`src/csd_defines.svh`:
```
// Offsets, field positions, reset values and timing counts of the setup decoder
`ifndef CSD_DEFINES_SVH
`define CSD_DEFINES_SVH

// Register word offsets (byte addresses)
`define CSD_ADDR_KEYSET   4'h0
`define CSD_ADDR_DISP     4'h4
`define CSD_ADDR_STATUS   4'h8
`define CSD_ADDR_ACTIVE   4'hc

// Field widths and positions
`define CSD_SET_W         11
`define CSD_ST_CAP_LSB    0
`define CSD_ST_DONE_BIT   8
`define CSD_ST_SWEN_BIT   9
`define CSD_ST_CFG_LSB    10
`define CSD_ST_SEL_BIT    13

// Reset values
`define CSD_KEYSET_RST    11'h000
`define CSD_DISP_RST      2'h0

// Display selection codes
`define CSD_DISP_TOTAL    2'h1
`define CSD_DISP_BATCH    2'h2

// Clock rate and printed times
`define CSD_CLK_HZ        40000000
`define CSD_HOLD_MS       1000
`define CSD_SHOT_LONG_MS  500
`define CSD_SHOT_SHORT_MS 50
`define CSD_RST_LONG_MS   20
`define CSD_RST_SHORT_MS  1

// Cycle counts derived from the times above
`define CSD_HOLD_CYC       (`CSD_CLK_HZ / 1000 * `CSD_HOLD_MS)
`define CSD_SHOT_LONG_CYC  (`CSD_CLK_HZ / 1000 * `CSD_SHOT_LONG_MS)
`define CSD_SHOT_SHORT_CYC (`CSD_CLK_HZ / 1000 * `CSD_SHOT_SHORT_MS)
`define CSD_RST_LONG_CYC   (`CSD_CLK_HZ / 1000 * `CSD_RST_LONG_MS)
`define CSD_RST_SHORT_CYC  (`CSD_CLK_HZ / 1000 * `CSD_RST_SHORT_MS)

// Cycles after reset release before the switch bank is captured
`define CSD_SETTLE        3'h4

`endif

```
`src/csd_pkg.sv`:
```
// Types shared by the setup decoder files
package csd_pkg;

  // Counter configuration, cyclic selection order
  typedef enum logic [2:0] {
    CSD_CFG_ONE   = 3'b000,
    CSD_CFG_TWO   = 3'b001,
    CSD_CFG_TOTAL = 3'b010,
    CSD_CFG_BATCH = 3'b011,
    CSD_CFG_DUAL  = 3'b100,
    CSD_CFG_TWIN  = 3'b101,
    CSD_CFG_TACH  = 3'b110
  } csd_cfg_type;

  // Key sequence states
  typedef enum logic [2:0] {
    CSD_K_IDLE    = 3'b000,
    CSD_K_MODE    = 3'b001,
    CSD_K_QUAL    = 3'b010,
    CSD_K_SELECT  = 3'b011,
    CSD_K_BLOCKED = 3'b100
  } csd_key_state_type;

  // Rate-meter comparison styles
  typedef enum logic [1:0] {
    RATE_BAND_COMPARE       = 2'b00,
    RATE_WINDOW_COMPARE     = 2'b01,
    RATE_DUAL_UPPER_COMPARE = 2'b10,
    RATE_DUAL_LOWER_COMPARE = 2'b11
  } csd_cmp_type;

  // Decoded settings, most significant field first
  typedef struct packed {
    csd_cmp_type cmp;
    logic [1:0]  avg;
    logic        sourcing;
    logic        rst_short;
    logic        shot_short;
    logic [1:0]  style;
    logic        count_down;
    logic        rate_fast;
  } csd_set_type;

  // Operator inputs, all from pins
  typedef struct packed {
    logic       rst_in;
    logic       rst_key;
    logic       up1_key;
    logic       mode_key;
    logic [7:0] sw;
  } csd_pins_type;

endpackage

```
`src/csd_sync.sv`:
```
// Two-flop synchroniser for a group of pin inputs
`timescale 1ns/1ps
module csd_sync #(
  parameter int W = 12
) (
  input  wire logic         clk,
  input  wire logic         rst_n,
  input  wire logic [W-1:0] d,
  output logic      [W-1:0] q
);

  logic [W-1:0] meta_reg;

  // First stage feeds only the second stage
  always_ff @(posedge clk or negedge rst_n)
  begin
    if (!rst_n)
    begin
      meta_reg <= '0;
      q        <= '0;
    end
    else
    begin
      meta_reg <= d;
      q        <= meta_reg;
    end
  end

endmodule // csd_sync

```
`src/csd_decoder.sv`:
```
// Setup switch decoder, configuration key sequence and indicators
// How it works
// - Switch positions 2-8 count only when position 1 is ON, else key settings.
// - Position 2 picks counting rate: OFF slow filtered, ON fast.
// - Position 3 picks direction: OFF increment, ON decrement.
// - Positions 4 and 5 pick one of four output styles.
// - Position 6 picks one-shot time: OFF long, ON short.
// - Position 7 picks reset pulse width: OFF long, ON short.
// - Position 8 picks input format: OFF sinking, ON sourcing.
// - All positions OFF means key-entered settings only.
// - Switches are sampled once after power-up only.
// - Mode held, then up key held one second, enters selection.
// - Up key pressed before mode key blocks the entry.
// - In selection, each up press steps to next supported configuration.
// - Reset configuration is single-stage, or two-stage on two-stage builds.
// - Reset indicator lit while reset input or reset key active.
// - Total indicator lit exactly while total value is displayed.
// - Batch indicator lit exactly while batch value is displayed.
// - Rate-meter rate from switch: slow filtered or fast.
// - Rate-meter averaging from switches: off, 2, 4 or 8.
// - Rate-meter comparison style from switches, four choices.
`timescale 1ns/1ps
`include "csd_defines.svh"
module csd_decoder #(
  parameter logic        TWO_STAGE      = 1'b0,
  parameter logic [25:0] HOLD_CYC       = 26'(`CSD_HOLD_CYC),
  parameter logic [24:0] SHOT_LONG_CYC  = 25'(`CSD_SHOT_LONG_CYC),
  parameter logic [24:0] SHOT_SHORT_CYC = 25'(`CSD_SHOT_SHORT_CYC),
  parameter logic [19:0] RST_LONG_CYC   = 20'(`CSD_RST_LONG_CYC),
  parameter logic [19:0] RST_SHORT_CYC  = 20'(`CSD_RST_SHORT_CYC)
) (
  input  wire logic                clk,
  input  wire logic                rst_n,
  input  wire csd_pkg::csd_pins_type pins,
  input  wire logic                wb_cyc_i,
  input  wire logic                wb_stb_i,
  input  wire logic                wb_we_i,
  input  wire logic [3:0]          wb_adr_i,
  input  wire logic [3:0]          wb_sel_i,
  input  wire logic [31:0]         wb_dat_i,
  output logic      [31:0]         wb_dat_o,
  output logic                     wb_ack_o,
  output csd_pkg::csd_set_type     active_set,
  output csd_pkg::csd_cfg_type     cfg_sel,
  output logic                     cfg_selecting,
  output logic      [24:0]         shot_cyc,
  output logic      [19:0]         rst_filt_cyc,
  output logic                     reset_ind,
  output logic                     total_ind,
  output logic                     batch_ind
);
  import csd_pkg::*;

  csd_pins_type      pin_s;
  logic [7:0]        cap_reg;
  logic              cap_done_reg;
  logic [2:0]        settle_reg;
  csd_set_type       key_set_reg;
  logic [1:0]        disp_reg;
  csd_key_state_type kst_reg;
  csd_key_state_type kst_next;
  logic [25:0]       hold_reg;
  logic              up_prev_reg;
  logic              mode_prev_reg;
  logic              up_rise;
  logic              mode_rise;
  logic              sw_en;
  logic              tach;
  logic              wb_req;
  logic              wb_wr;
  logic [31:0]       rd_next;

  // Next configuration in the cyclic order this build supports
  function automatic csd_cfg_type next_cfg(input csd_cfg_type c, input logic two);
    csd_cfg_type n;
    n = (c == CSD_CFG_TACH) ? CSD_CFG_ONE : csd_cfg_type'(3'(c + 3'h1));
    if (!two && (n == CSD_CFG_TWO || n == CSD_CFG_TACH))
    begin
      n = (n == CSD_CFG_TWO) ? CSD_CFG_TOTAL : CSD_CFG_ONE;
    end
    return n;
  endfunction

  // Merge switch positions over key-entered settings
  function automatic csd_set_type decode(input logic [7:0] sw, input csd_set_type key,
                                         input logic en, input logic rate);
    csd_set_type s;
    s = key;
    if (en)
    begin
      s.rate_fast = sw[1];
      s.sourcing  = sw[7];
      if (rate)
      begin
        s.avg = sw[3:2];
        s.cmp = csd_cmp_type'(sw[5:4]);
      end
      else
      begin
        s.count_down = sw[2];
        s.style      = sw[4:3];
        s.shot_short = sw[5];
        s.rst_short  = sw[6];
      end
    end
    return s;
  endfunction

  // Pin inputs into the clock domain
  csd_sync #(
    .W ($bits(csd_pins_type))
  ) u_sync (
    .clk   (clk),
    .rst_n (rst_n),
    .d     (pins),
    .q     (pin_s)
  );

  // Switch bank caught once, after the synchroniser settles
  always_ff @(posedge clk or negedge rst_n)
  begin
    if (!rst_n)
    begin
      settle_reg   <= 3'h0;
      cap_reg      <= 8'h00;
      cap_done_reg <= 1'b0;
    end
    else if (!cap_done_reg)
    begin
      settle_reg <= 3'(settle_reg + 3'h1);
      if (settle_reg == `CSD_SETTLE)
      begin
        cap_reg      <= pin_s.sw;
        cap_done_reg <= 1'b1;
      end
    end
  end

  assign sw_en = cap_done_reg & cap_reg[0];
  assign tach  = (cfg_sel == CSD_CFG_TACH);

  // Effective settings and derived timing counts
  always_ff @(posedge clk or negedge rst_n)
  begin
    if (!rst_n)
    begin
      active_set   <= csd_set_type'(`CSD_KEYSET_RST);
      shot_cyc     <= 25'h0;
      rst_filt_cyc <= 20'h0;
    end
    else
    begin
      active_set   <= decode(cap_reg, key_set_reg, sw_en, tach);
      shot_cyc     <= active_set.shot_short ? SHOT_SHORT_CYC : SHOT_LONG_CYC;
      rst_filt_cyc <= active_set.rst_short ? RST_SHORT_CYC : RST_LONG_CYC;
    end
  end

  // Key edges for stepping and leaving selection
  always_ff @(posedge clk or negedge rst_n)
  begin
    if (!rst_n)
    begin
      up_prev_reg   <= 1'b0;
      mode_prev_reg <= 1'b0;
    end
    else
    begin
      up_prev_reg   <= pin_s.up1_key;
      mode_prev_reg <= pin_s.mode_key;
    end
  end

  assign up_rise   = pin_s.up1_key & ~up_prev_reg;
  assign mode_rise = pin_s.mode_key & ~mode_prev_reg;

  // Key sequence next state
  always_comb
  begin
    kst_next = kst_reg;
    case (kst_reg)
      CSD_K_IDLE:
      begin
        if (pin_s.up1_key)
          kst_next = CSD_K_BLOCKED;
        else if (pin_s.mode_key)
          kst_next = CSD_K_MODE;
      end
      CSD_K_MODE:
      begin
        if (!pin_s.mode_key)
          kst_next = pin_s.up1_key ? CSD_K_BLOCKED : CSD_K_IDLE;
        else if (pin_s.up1_key)
          kst_next = CSD_K_QUAL;
      end
      CSD_K_QUAL:
      begin
        if (!pin_s.mode_key || !pin_s.up1_key)
          kst_next = CSD_K_BLOCKED;
        else if (hold_reg == HOLD_CYC - 26'h1)
          kst_next = CSD_K_SELECT;
      end
      CSD_K_SELECT:
      begin
        if (mode_rise)
          kst_next = CSD_K_BLOCKED;
      end
      CSD_K_BLOCKED:
      begin
        if (!pin_s.mode_key && !pin_s.up1_key)
          kst_next = CSD_K_IDLE;
      end
      default:
        kst_next = CSD_K_IDLE;
    endcase
  end

  // Key sequence state
  always_ff @(posedge clk or negedge rst_n)
  begin
    if (!rst_n)
      kst_reg <= CSD_K_IDLE;
    else
      kst_reg <= kst_next;
  end

  // One-second hold timer, cleared on any release
  always_ff @(posedge clk or negedge rst_n)
  begin
    if (!rst_n)
      hold_reg <= 26'h0;
    else if (kst_reg == CSD_K_QUAL && pin_s.mode_key && pin_s.up1_key)
      hold_reg <= 26'(hold_reg + 26'h1);
    else
      hold_reg <= 26'h0;
  end

  // Configuration choice, stepped by the up key
  always_ff @(posedge clk or negedge rst_n)
  begin
    if (!rst_n)
      cfg_sel <= CSD_CFG_ONE;
    else if (!cap_done_reg)
      cfg_sel <= TWO_STAGE ? CSD_CFG_TWO : CSD_CFG_ONE;
    else if (kst_reg == CSD_K_SELECT && up_rise)
      cfg_sel <= next_cfg(cfg_sel, TWO_STAGE);
  end

  // Indicators
  always_ff @(posedge clk or negedge rst_n)
  begin
    if (!rst_n)
    begin
      reset_ind     <= 1'b0;
      total_ind     <= 1'b0;
      batch_ind     <= 1'b0;
      cfg_selecting <= 1'b0;
    end
    else
    begin
      reset_ind     <= pin_s.rst_in | pin_s.rst_key;
      total_ind     <= (disp_reg == `CSD_DISP_TOTAL);
      batch_ind     <= (disp_reg == `CSD_DISP_BATCH);
      cfg_selecting <= (kst_next == CSD_K_SELECT);
    end
  end

  // Wishbone: ack one cycle after request, write on the acked edge
  assign wb_req = wb_cyc_i & wb_stb_i;
  assign wb_wr  = wb_req & wb_we_i & wb_ack_o;

  always_comb
  begin
    rd_next = 32'h0;
    case (wb_adr_i)
      `CSD_ADDR_KEYSET: rd_next[`CSD_SET_W-1:0] = key_set_reg;
      `CSD_ADDR_DISP:   rd_next[1:0] = disp_reg;
      `CSD_ADDR_STATUS:
      begin
        rd_next[`CSD_ST_CAP_LSB +: 8] = cap_reg;
        rd_next[`CSD_ST_DONE_BIT]     = cap_done_reg;
        rd_next[`CSD_ST_SWEN_BIT]     = sw_en;
        rd_next[`CSD_ST_CFG_LSB +: 3] = cfg_sel;
        rd_next[`CSD_ST_SEL_BIT]      = cfg_selecting;
      end
      `CSD_ADDR_ACTIVE: rd_next[`CSD_SET_W-1:0] = active_set;
      default:          rd_next = 32'h0;
    endcase
  end

  // Bus answer
  always_ff @(posedge clk or negedge rst_n)
  begin
    if (!rst_n)
    begin
      wb_ack_o <= 1'b0;
      wb_dat_o <= 32'h0;
    end
    else
    begin
      wb_ack_o <= wb_req & ~wb_ack_o;
      wb_dat_o <= rd_next;
    end
  end

  // Software registers with byte lanes
  always_ff @(posedge clk or negedge rst_n)
  begin
    if (!rst_n)
    begin
      key_set_reg <= csd_set_type'(`CSD_KEYSET_RST);
      disp_reg    <= `CSD_DISP_RST;
    end
    else if (wb_wr)
    begin
      if (wb_adr_i == `CSD_ADDR_KEYSET)
      begin
        if (wb_sel_i[0])
          key_set_reg[7:0] <= wb_dat_i[7:0];
        if (wb_sel_i[1])
          key_set_reg[`CSD_SET_W-1:8] <= wb_dat_i[`CSD_SET_W-1:8];
      end
      if (wb_adr_i == `CSD_ADDR_DISP && wb_sel_i[0])
        disp_reg <= wb_dat_i[1:0];
    end
  end

  // Checks
  sw_gate_a: assert property (@(posedge clk) disable iff (!rst_n)
    !sw_en |=> active_set == $past(key_set_reg))
    else $error("key settings not used with switch disabled");
  speed_sel_a: assert property (@(posedge clk) disable iff (!rst_n)
    sw_en |=> active_set.rate_fast == cap_reg[1])
    else $error("rate does not follow position 2");
  dir_sel_a: assert property (@(posedge clk) disable iff (!rst_n)
    sw_en && !tach |=> active_set.count_down == cap_reg[2])
    else $error("direction does not follow position 3");
  style_sel_a: assert property (@(posedge clk) disable iff (!rst_n)
    sw_en && !tach |=> active_set.style == {cap_reg[4], cap_reg[3]})
    else $error("output style wrong");
  shot_time_a: assert property (@(posedge clk) disable iff (!rst_n)
    sw_en && !tach && $stable(cfg_sel) ##1 $stable(cfg_sel)
      |=> shot_cyc == (cap_reg[5] ? SHOT_SHORT_CYC : SHOT_LONG_CYC))
    else $error("one-shot count wrong");
  rst_width_a: assert property (@(posedge clk) disable iff (!rst_n)
    sw_en && !tach && $stable(cfg_sel) ##1 $stable(cfg_sel)
      |=> rst_filt_cyc == (cap_reg[6] ? RST_SHORT_CYC : RST_LONG_CYC))
    else $error("reset width count wrong");
  in_format_a: assert property (@(posedge clk) disable iff (!rst_n)
    sw_en |=> active_set.sourcing == cap_reg[7])
    else $error("input format wrong");
  cap_once_a: assert property (@(posedge clk) disable iff (!rst_n)
    cap_done_reg |=> $stable(cap_reg) && cap_done_reg)
    else $error("switch capture changed after power-up");
  entry_hold_a: assert property (@(posedge clk) disable iff (!rst_n)
    kst_reg == CSD_K_QUAL && kst_next == CSD_K_SELECT
      |-> hold_reg == HOLD_CYC - 26'h1 && pin_s.mode_key)
    else $error("selection entered without full hold");
  up_first_a: assert property (@(posedge clk) disable iff (!rst_n)
    kst_reg == CSD_K_IDLE && pin_s.up1_key |=> kst_reg == CSD_K_BLOCKED)
    else $error("up-first press not blocked");
  cfg_step_a: assert property (@(posedge clk) disable iff (!rst_n)
    cap_done_reg && kst_reg == CSD_K_SELECT && up_rise
      |=> cfg_sel == next_cfg($past(cfg_sel), TWO_STAGE))
    else $error("configuration did not step");
  rst_lamp_a: assert property (@(posedge clk) disable iff (!rst_n)
    pin_s.rst_in || pin_s.rst_key |=> reset_ind)
    else $error("reset indicator dark");
  total_lamp_a: assert property (@(posedge clk) disable iff (!rst_n)
    ##1 total_ind == ($past(disp_reg) == `CSD_DISP_TOTAL))
    else $error("total indicator wrong");
  batch_lamp_a: assert property (@(posedge clk) disable iff (!rst_n)
    ##1 batch_ind == ($past(disp_reg) == `CSD_DISP_BATCH))
    else $error("batch indicator wrong");
  rate_avg_a: assert property (@(posedge clk) disable iff (!rst_n)
    sw_en && tach |=> active_set.avg == cap_reg[3:2]
      && active_set.rate_fast == cap_reg[1])
    else $error("rate-meter averaging wrong");
  rate_cmp_a: assert property (@(posedge clk) disable iff (!rst_n)
    sw_en && tach |=> active_set.cmp == csd_cmp_type'(cap_reg[5:4]))
    else $error("rate-meter comparison wrong");

endmodule // csd_decoder

```
`config.mk`:
```
export PLATFORM = sky130hd
export DESIGN_NAME = csd_decoder
export DESIGN_NICKNAME = d
export VERILOG_FILES = /design/src/csd_pkg.sv /design/src/csd_sync.sv /design/src/csd_decoder.sv
export VERILOG_INCLUDE_DIRS = /design/src /design/src/src
export SDC_FILE = /design/constraint.sdc
export NUM_CORES = 1
export LEC_CHECK = 0
export ABC_AREA = 1
export BUFFER_PORTS_ARGS = -buffer_cell sky130_fd_sc_hd__buf_2
export CAP_MARGIN = 15
export CELL_PAD_IN_SITES_DETAIL_PLACEMENT = 1
export CELL_PAD_IN_SITES_GLOBAL_PLACEMENT = 1
export CORE_ASPECT_RATIO = 0.75
export CORE_UTILIZATION = 38
export DETAILED_ROUTE_END_ITERATION = 6
export PLACE_DENSITY = 0.82
export SKIP_CTS_REPAIR_TIMING = 1
export SKIP_LAST_GASP = 1
export SYNTH_ARGS = -nofsm -noshare
export SYNTH_HDL_FRONTEND = slang
export SYNTH_SLANG_ARGS = --single-unit
```
`constraint.sdc`:
```
create_clock -name clk -period 1.9 [get_ports clk]
set_clock_uncertainty 0.15 [all_clocks]
set_input_delay 0.285 -clock clk [delete_from_list [all_inputs] [get_ports clk]]
set_output_delay 0.285 -clock clk [all_outputs]
set_load 0.1 [all_outputs]
```
After elaboration in Yosys (flattened, before gate mapping)
Index checks and enable logic that the tools add are counted.
{"block": "word_totals", "regBits": 158, "input_bits": 57, "out_inout_bits": 96, "wordCells": 108}
{"block": "classes", "addsub": 3, "eq_ne": 16, "muxes": 26, "n_bitwise": 12, "n_reduce_logical": 15}
{"operator": "3-bit 2-to-1 mux", "n": 14}
{"operator": "9-bit case mux with 3 select lines", "n": 1}
{"operator": "26-bit by 1-bit adder with 26-bit output (second input constant)", "n": 1}
{"operator": "26-bit equality test (second input constant)", "n": 1}
{"operator": "26-bit 2-to-1 mux", "n": 1}
{"operator": "25-bit 2-to-1 mux", "n": 1}
{"operator": "20-bit 2-to-1 mux", "n": 1}
{"operator": "3-bit case mux with 5 select lines", "n": 1}
{"operator": "3-bit equality test (second input constant)", "n": 4}
{"operator": "11-bit 2-to-1 mux", "n": 1}
{"operator": "3-bit by 2-bit equality test with 1-bit output (second input constant)", "n": 3}
{"operator": "4-bit equality test (second input constant)", "n": 2}
{"operator": "2-bit case mux with 4 select lines", "n": 1}
{"operator": "1-bit bitwise AND", "n": 7}
{"operator": "3-bit by 1-bit adder with 3-bit output (second input constant)", "n": 2}
{"operator": "3-bit by 1-bit equality test with 1-bit output (second input constant)", "n": 2}
{"operator": "3-bit AND reduction", "n": 2}
{"operator": "1-bit logical AND", "n": 5}
{"operator": "5-bit 2-to-1 mux", "n": 1}
{"operator": "4-bit by 3-bit equality test with 1-bit output (second input constant)", "n": 1}
{"operator": "4-bit zero test", "n": 1}
{"operator": "4-bit 2-to-1 mux", "n": 1}
{"operator": "1-bit NOT", "n": 4}
{"operator": "2-bit AND reduction", "n": 2}
{"operator": "9 further kinds", "n": 12}

Depth between registers and ports, before layout
{"block": "logic_depth", "depth_word": 7, "ltp_mapped": 9, "depth_no_buf": 9}

Hierarchy
Synthesis repeated with hierarchy kept, for this count alone.
{"block": "unflattened", "cells_unflattened": 599, "hier_area_um2": 5363.9}
{"module": "csd_decoder", "instances": 1, "cells_each": 575, "area_per_inst_um2": 4763.3}
{"module": "csd_sync", "instances": 1, "cells_each": 24, "area_per_inst_um2": 600.6}

Worst setup path before layout
OpenSTA, ideal clock, no wires.
{"block": "synth_path", "path_kind": "register to register", "startpoint": "register cfg_sel[2]", "endpoint": "register active_set[1] (netlist bit)", "setup_time_ns": 0.143, "t_arrival_ns": 1.754, "t_required_ns": 1.607, "slack_ns": -0.147, "path_stages_with_launch": 4, "path_buffers": 0, "period_less_slack_ns": 2.047, "cell_sequence": "dfrtp_1 -> inv_1 -> o31ai_2 -> o21ai_0"}
{"block": "synth_via", "elab_chain_cells": 3}
{"item": "from (decl)", "line": "csd_decoder.sv:44", "text": "output csd_pkg::csd_cfg_type cfg_sel,"}
{"item": "from (signal assigned)", "line": "csd_decoder.sv:244", "text": "cfg_sel <= TWO_STAGE ? CSD_CFG_TWO : CSD_CFG_ONE;"}
{"item": "from (signal assigned)", "line": "csd_decoder.sv:246", "text": "cfg_sel <= next_cfg(cfg_sel, TWO_STAGE);"}
{"item": "3-bit equality test", "line": "csd_decoder.sv:140", "text": "assign tach = (cfg_sel == CSD_CFG_TACH);"}
{"item": "5-bit 2-to-1 mux", "line": "csd_decoder.sv:93", "text": "if (rate)"}
{"item": "11-bit 2-to-1 mux", "line": "csd_decoder.sv:89", "text": "if (en)"}
{"item": "to (signal assigned)", "line": "csd_decoder.sv:147", "text": "active_set <= csd_set_type'(`CSD_KEYSET_RST);"}
{"item": "to (signal assigned)", "line": "csd_decoder.sv:153", "text": "active_set <= decode(cap_reg, key_set_reg, sw_en, tach);"}
{"item": "to (decl)", "line": "csd_decoder.sv:43", "text": "output csd_pkg::csd_set_type active_set,"}
Every way passes these cells.
A chain may end at the register's enable or synchronous reset.

Final worst setup path
{"block": "layout_path", "startpoint": "register cfg_sel[0]", "endpoint": "output port cfg_sel[0]"}
No word-level cell between the ends.

==> results.sh <==
export IMPL_outcome="complete, but fails checks"
export IMPL_violations="design-rule violations"
export IMPL_netlist_instances=594
export IMPL_end_kind="output pin"
export IMPL_whs_path_depth=3
export IMPL_ys_seq_elements=118
export IMPL_crit_family="buffers and inverters"
export IMPL_grt_pass1_wl_um=22910
export IMPL_diodes=0
export IMPL_worstReg2RegEnd="active_set[7]"
export IMPL_drive_above_1_share_pct=22.27
export IMPL_final_hold_violation_count=0
export IMPL_multi_input_area_um2=1805
export IMPL_synth_edff_count=0
export IMPL_fp_dieArea_um2=14520
export IMPL_io_buffers=88
export IMPL_startpoint_type="flop"
export IMPL_num_vias=4271
export IMPL_synth_most_common_cell="nand2_1"
export IMPL_start_util_pct=38.92
export IMPL_syn_to_final_growth_pct=23.50
export IMPL_cts_root_buf="clkbuf_16"
export IMPL_crit_arrival_ns=1.39
export IMPL_wl_per_cell_um=15.98
export IMPL_required_ns=1.46
export IMPL_final_cell_area_um2=6588
export IMPL_min_from="wb_dat_i[1]"
export IMPL_holdPathEnd="key_set_reg[1]"
export IMPL_cpPeakStageDelay_ns=0.49
export IMPL_final_setup_viol_count=0
export IMPL_grtUsageTotal_pct=20.73
export IMPL_synth_largest_area_cell="dfrtp_1"
export IMPL_synth_area_per_cell_um2=8.980
export IMPL_grt_antenna_before_repair=0
export IMPL_worst_slack_ns=0.07373
export IMPL_pre_cts_slack_ns=0.1339
export IMPL_grt_max_degree=40
export IMPL_fmax_mhz=547.6
export IMPL_clkSinkCount=118
export IMPL_layout_nets=770
export IMPL_peakVddDrop_v=0.0007673
export IMPL_ios=153
export IMPL_finalPower_mw=6.905
export IMPL_path_cells="buf_2"
export IMPL_place_hpwl_um=9972
export IMPL_synth_area_um2=5334
export IMPL_via_per_inst=4.756
export IMPL_rsz0062_at_grt="false"
export IMPL_path_max_fanout=7
export IMPL_worst_pin_slew_ns=0.5209
export IMPL_wl_um=14350
export IMPL_std_cell_rows=37
export IMPL_clk_latency_ns=0.43
export IMPL_fin_crit_sh_pct=96.12
export IMPL_leakage_nw=3.151
export IMPL_placed_cell_area_um2=5756
export IMPL_largest_reg_flops=26
export IMPL_core_area_um2=13700
export IMPL_finalMaxSlewViolations=0
export IMPL_first_pass_iters=7
export IMPL_r2r_start="cap_done_reg"
export IMPL_ys_seq_area_share_pct=55.36
export IMPL_synth_top_area_share_pct=55.36
export IMPL_ys_warn_count=0
export IMPL_final_instance_count_excl_fill=898
export IMPL_place_congestion=0.8541
export IMPL_ant_nets=0
export IMPL_path_class="flop to output pin"
export IMPL_reg2reg_depth=5
export IMPL_setup_tns_ns=0
export IMPL_gr_total_overflow=0
export IMPL_cts_buffers=17
export IMPL_clk_path_buf_depth=2
export IMPL_filler_cell_count=1613
export IMPL_dp_cells=842
export IMPL_yosys_top_cells_count="nand2_1 (141), dfrtp_1 (118), nor2_1 (79)"
export IMPL_r2r_slack_ns=0.23
export IMPL_first_global_vias=4515
export IMPL_h_tree_depth=4
export IMPL_hold_ws_ns=0.003388
export IMPL_fp_dieH_um=104.6
export IMPL_clk_pin_slew_ns=0.06
export IMPL_period_needed_ns=1.826
export IMPL_power_density_nw_per_um2=1048
export IMPL_drt_iter0_drc=271
export IMPL_synth_area_leaders="dfrtp_1 (55%), nand2_1 (9.9%), buf_4 (8.4%)"
export IMPL_hp_class="input pin to flop"
export IMPL_synthFlopType="dfrtp_1"
export IMPL_drt_drc_violations_left=12
export IMPL_tritoncts="built"
export IMPL_cap_violations=0
export IMPL_synthArstFlopShare_pct=100.0
export IMPL_critPathBufInv=1
export IMPL_die_x_um=138.8
export IMPL_synth_distinct_cells=35
export IMPL_slew_headroom_pct=65.51
export IMPL_final_util_pct=48.07
export IMPL_ff_latch_area_um2=2957
export IMPL_slowest_stage="buf_2"
-- worst min-delay path: stages --
cell and delay [ns]:
buf_2 0.10, inv_1 0.08, o21ai_2 0.06
-- layout by cell type, fill, tap and decap left out, drive strengths merged, types with 24 or more instances in the layout --
cell type and count:
o21ai 33, nand3 24, dlygate4sd3 24, inv 72
dfrtp 118, buf 98, nor2 84, nand2 144
conb 42
-- power breakdown --
part	switching, mW	total (mW)	leakage (nW)	internal [mW]
sequential	0.0611	2.66	1.52	2.60
combinational	0.871	1.01	1.34	0.143
clock	1.27	3.23	0.288	1.96
total	2.20	6.90	3.15	4.70
-- kinds of logic after synthesis --
kind of cell,share of synthesized area [%]
simple gates,21.14
buf+inv,13.61
flops,55.36
compound gates,7.319
xor+xnor,1.314
fa+ha+maj,0.7038
other cells,0.1408
mux,0.4222
-- per-layer routing --
metal  vias up  GRT usage, %  part of all wire, %
met1      2103         24.81                   43
met3        35         5.041                  4.1
met5         -             0                    0
met4         0         9.603                  2.7
met2       135         35.39                   50
li1       1998             -                    -
-- worst max path at each step --
stage / startpoint / endpoint / slack (ns) / cells past startpoint
global route: cfg_sel[0] / cfg_sel[0] / 0.01 / 1
floorplan: shot_cyc[21] / shot_cyc[11] / 0.07 / 1
CTS: cfg_sel[0] / cfg_sel[0] / 0.07 / 1
detailed placement: wb_adr_i[1] / key_set_reg[5] / 0.13 / 7
global placement: wb_adr_i[1] / key_set_reg[0] / 0.21 / 7
finish: cfg_sel[0] / cfg_sel[0] / 0.07 / 1
-- final cells by class --
type                    instances  area share [%]
flip-flops and latches        118           44.88
multi-input cells             386           27.41
clock inverters                15           2.526
clock buffers                  17           6.458
repair buffers                122           11.70
well taps                     175           3.324
inverters                      65           3.704
Power figures use the tool's default switching activity.
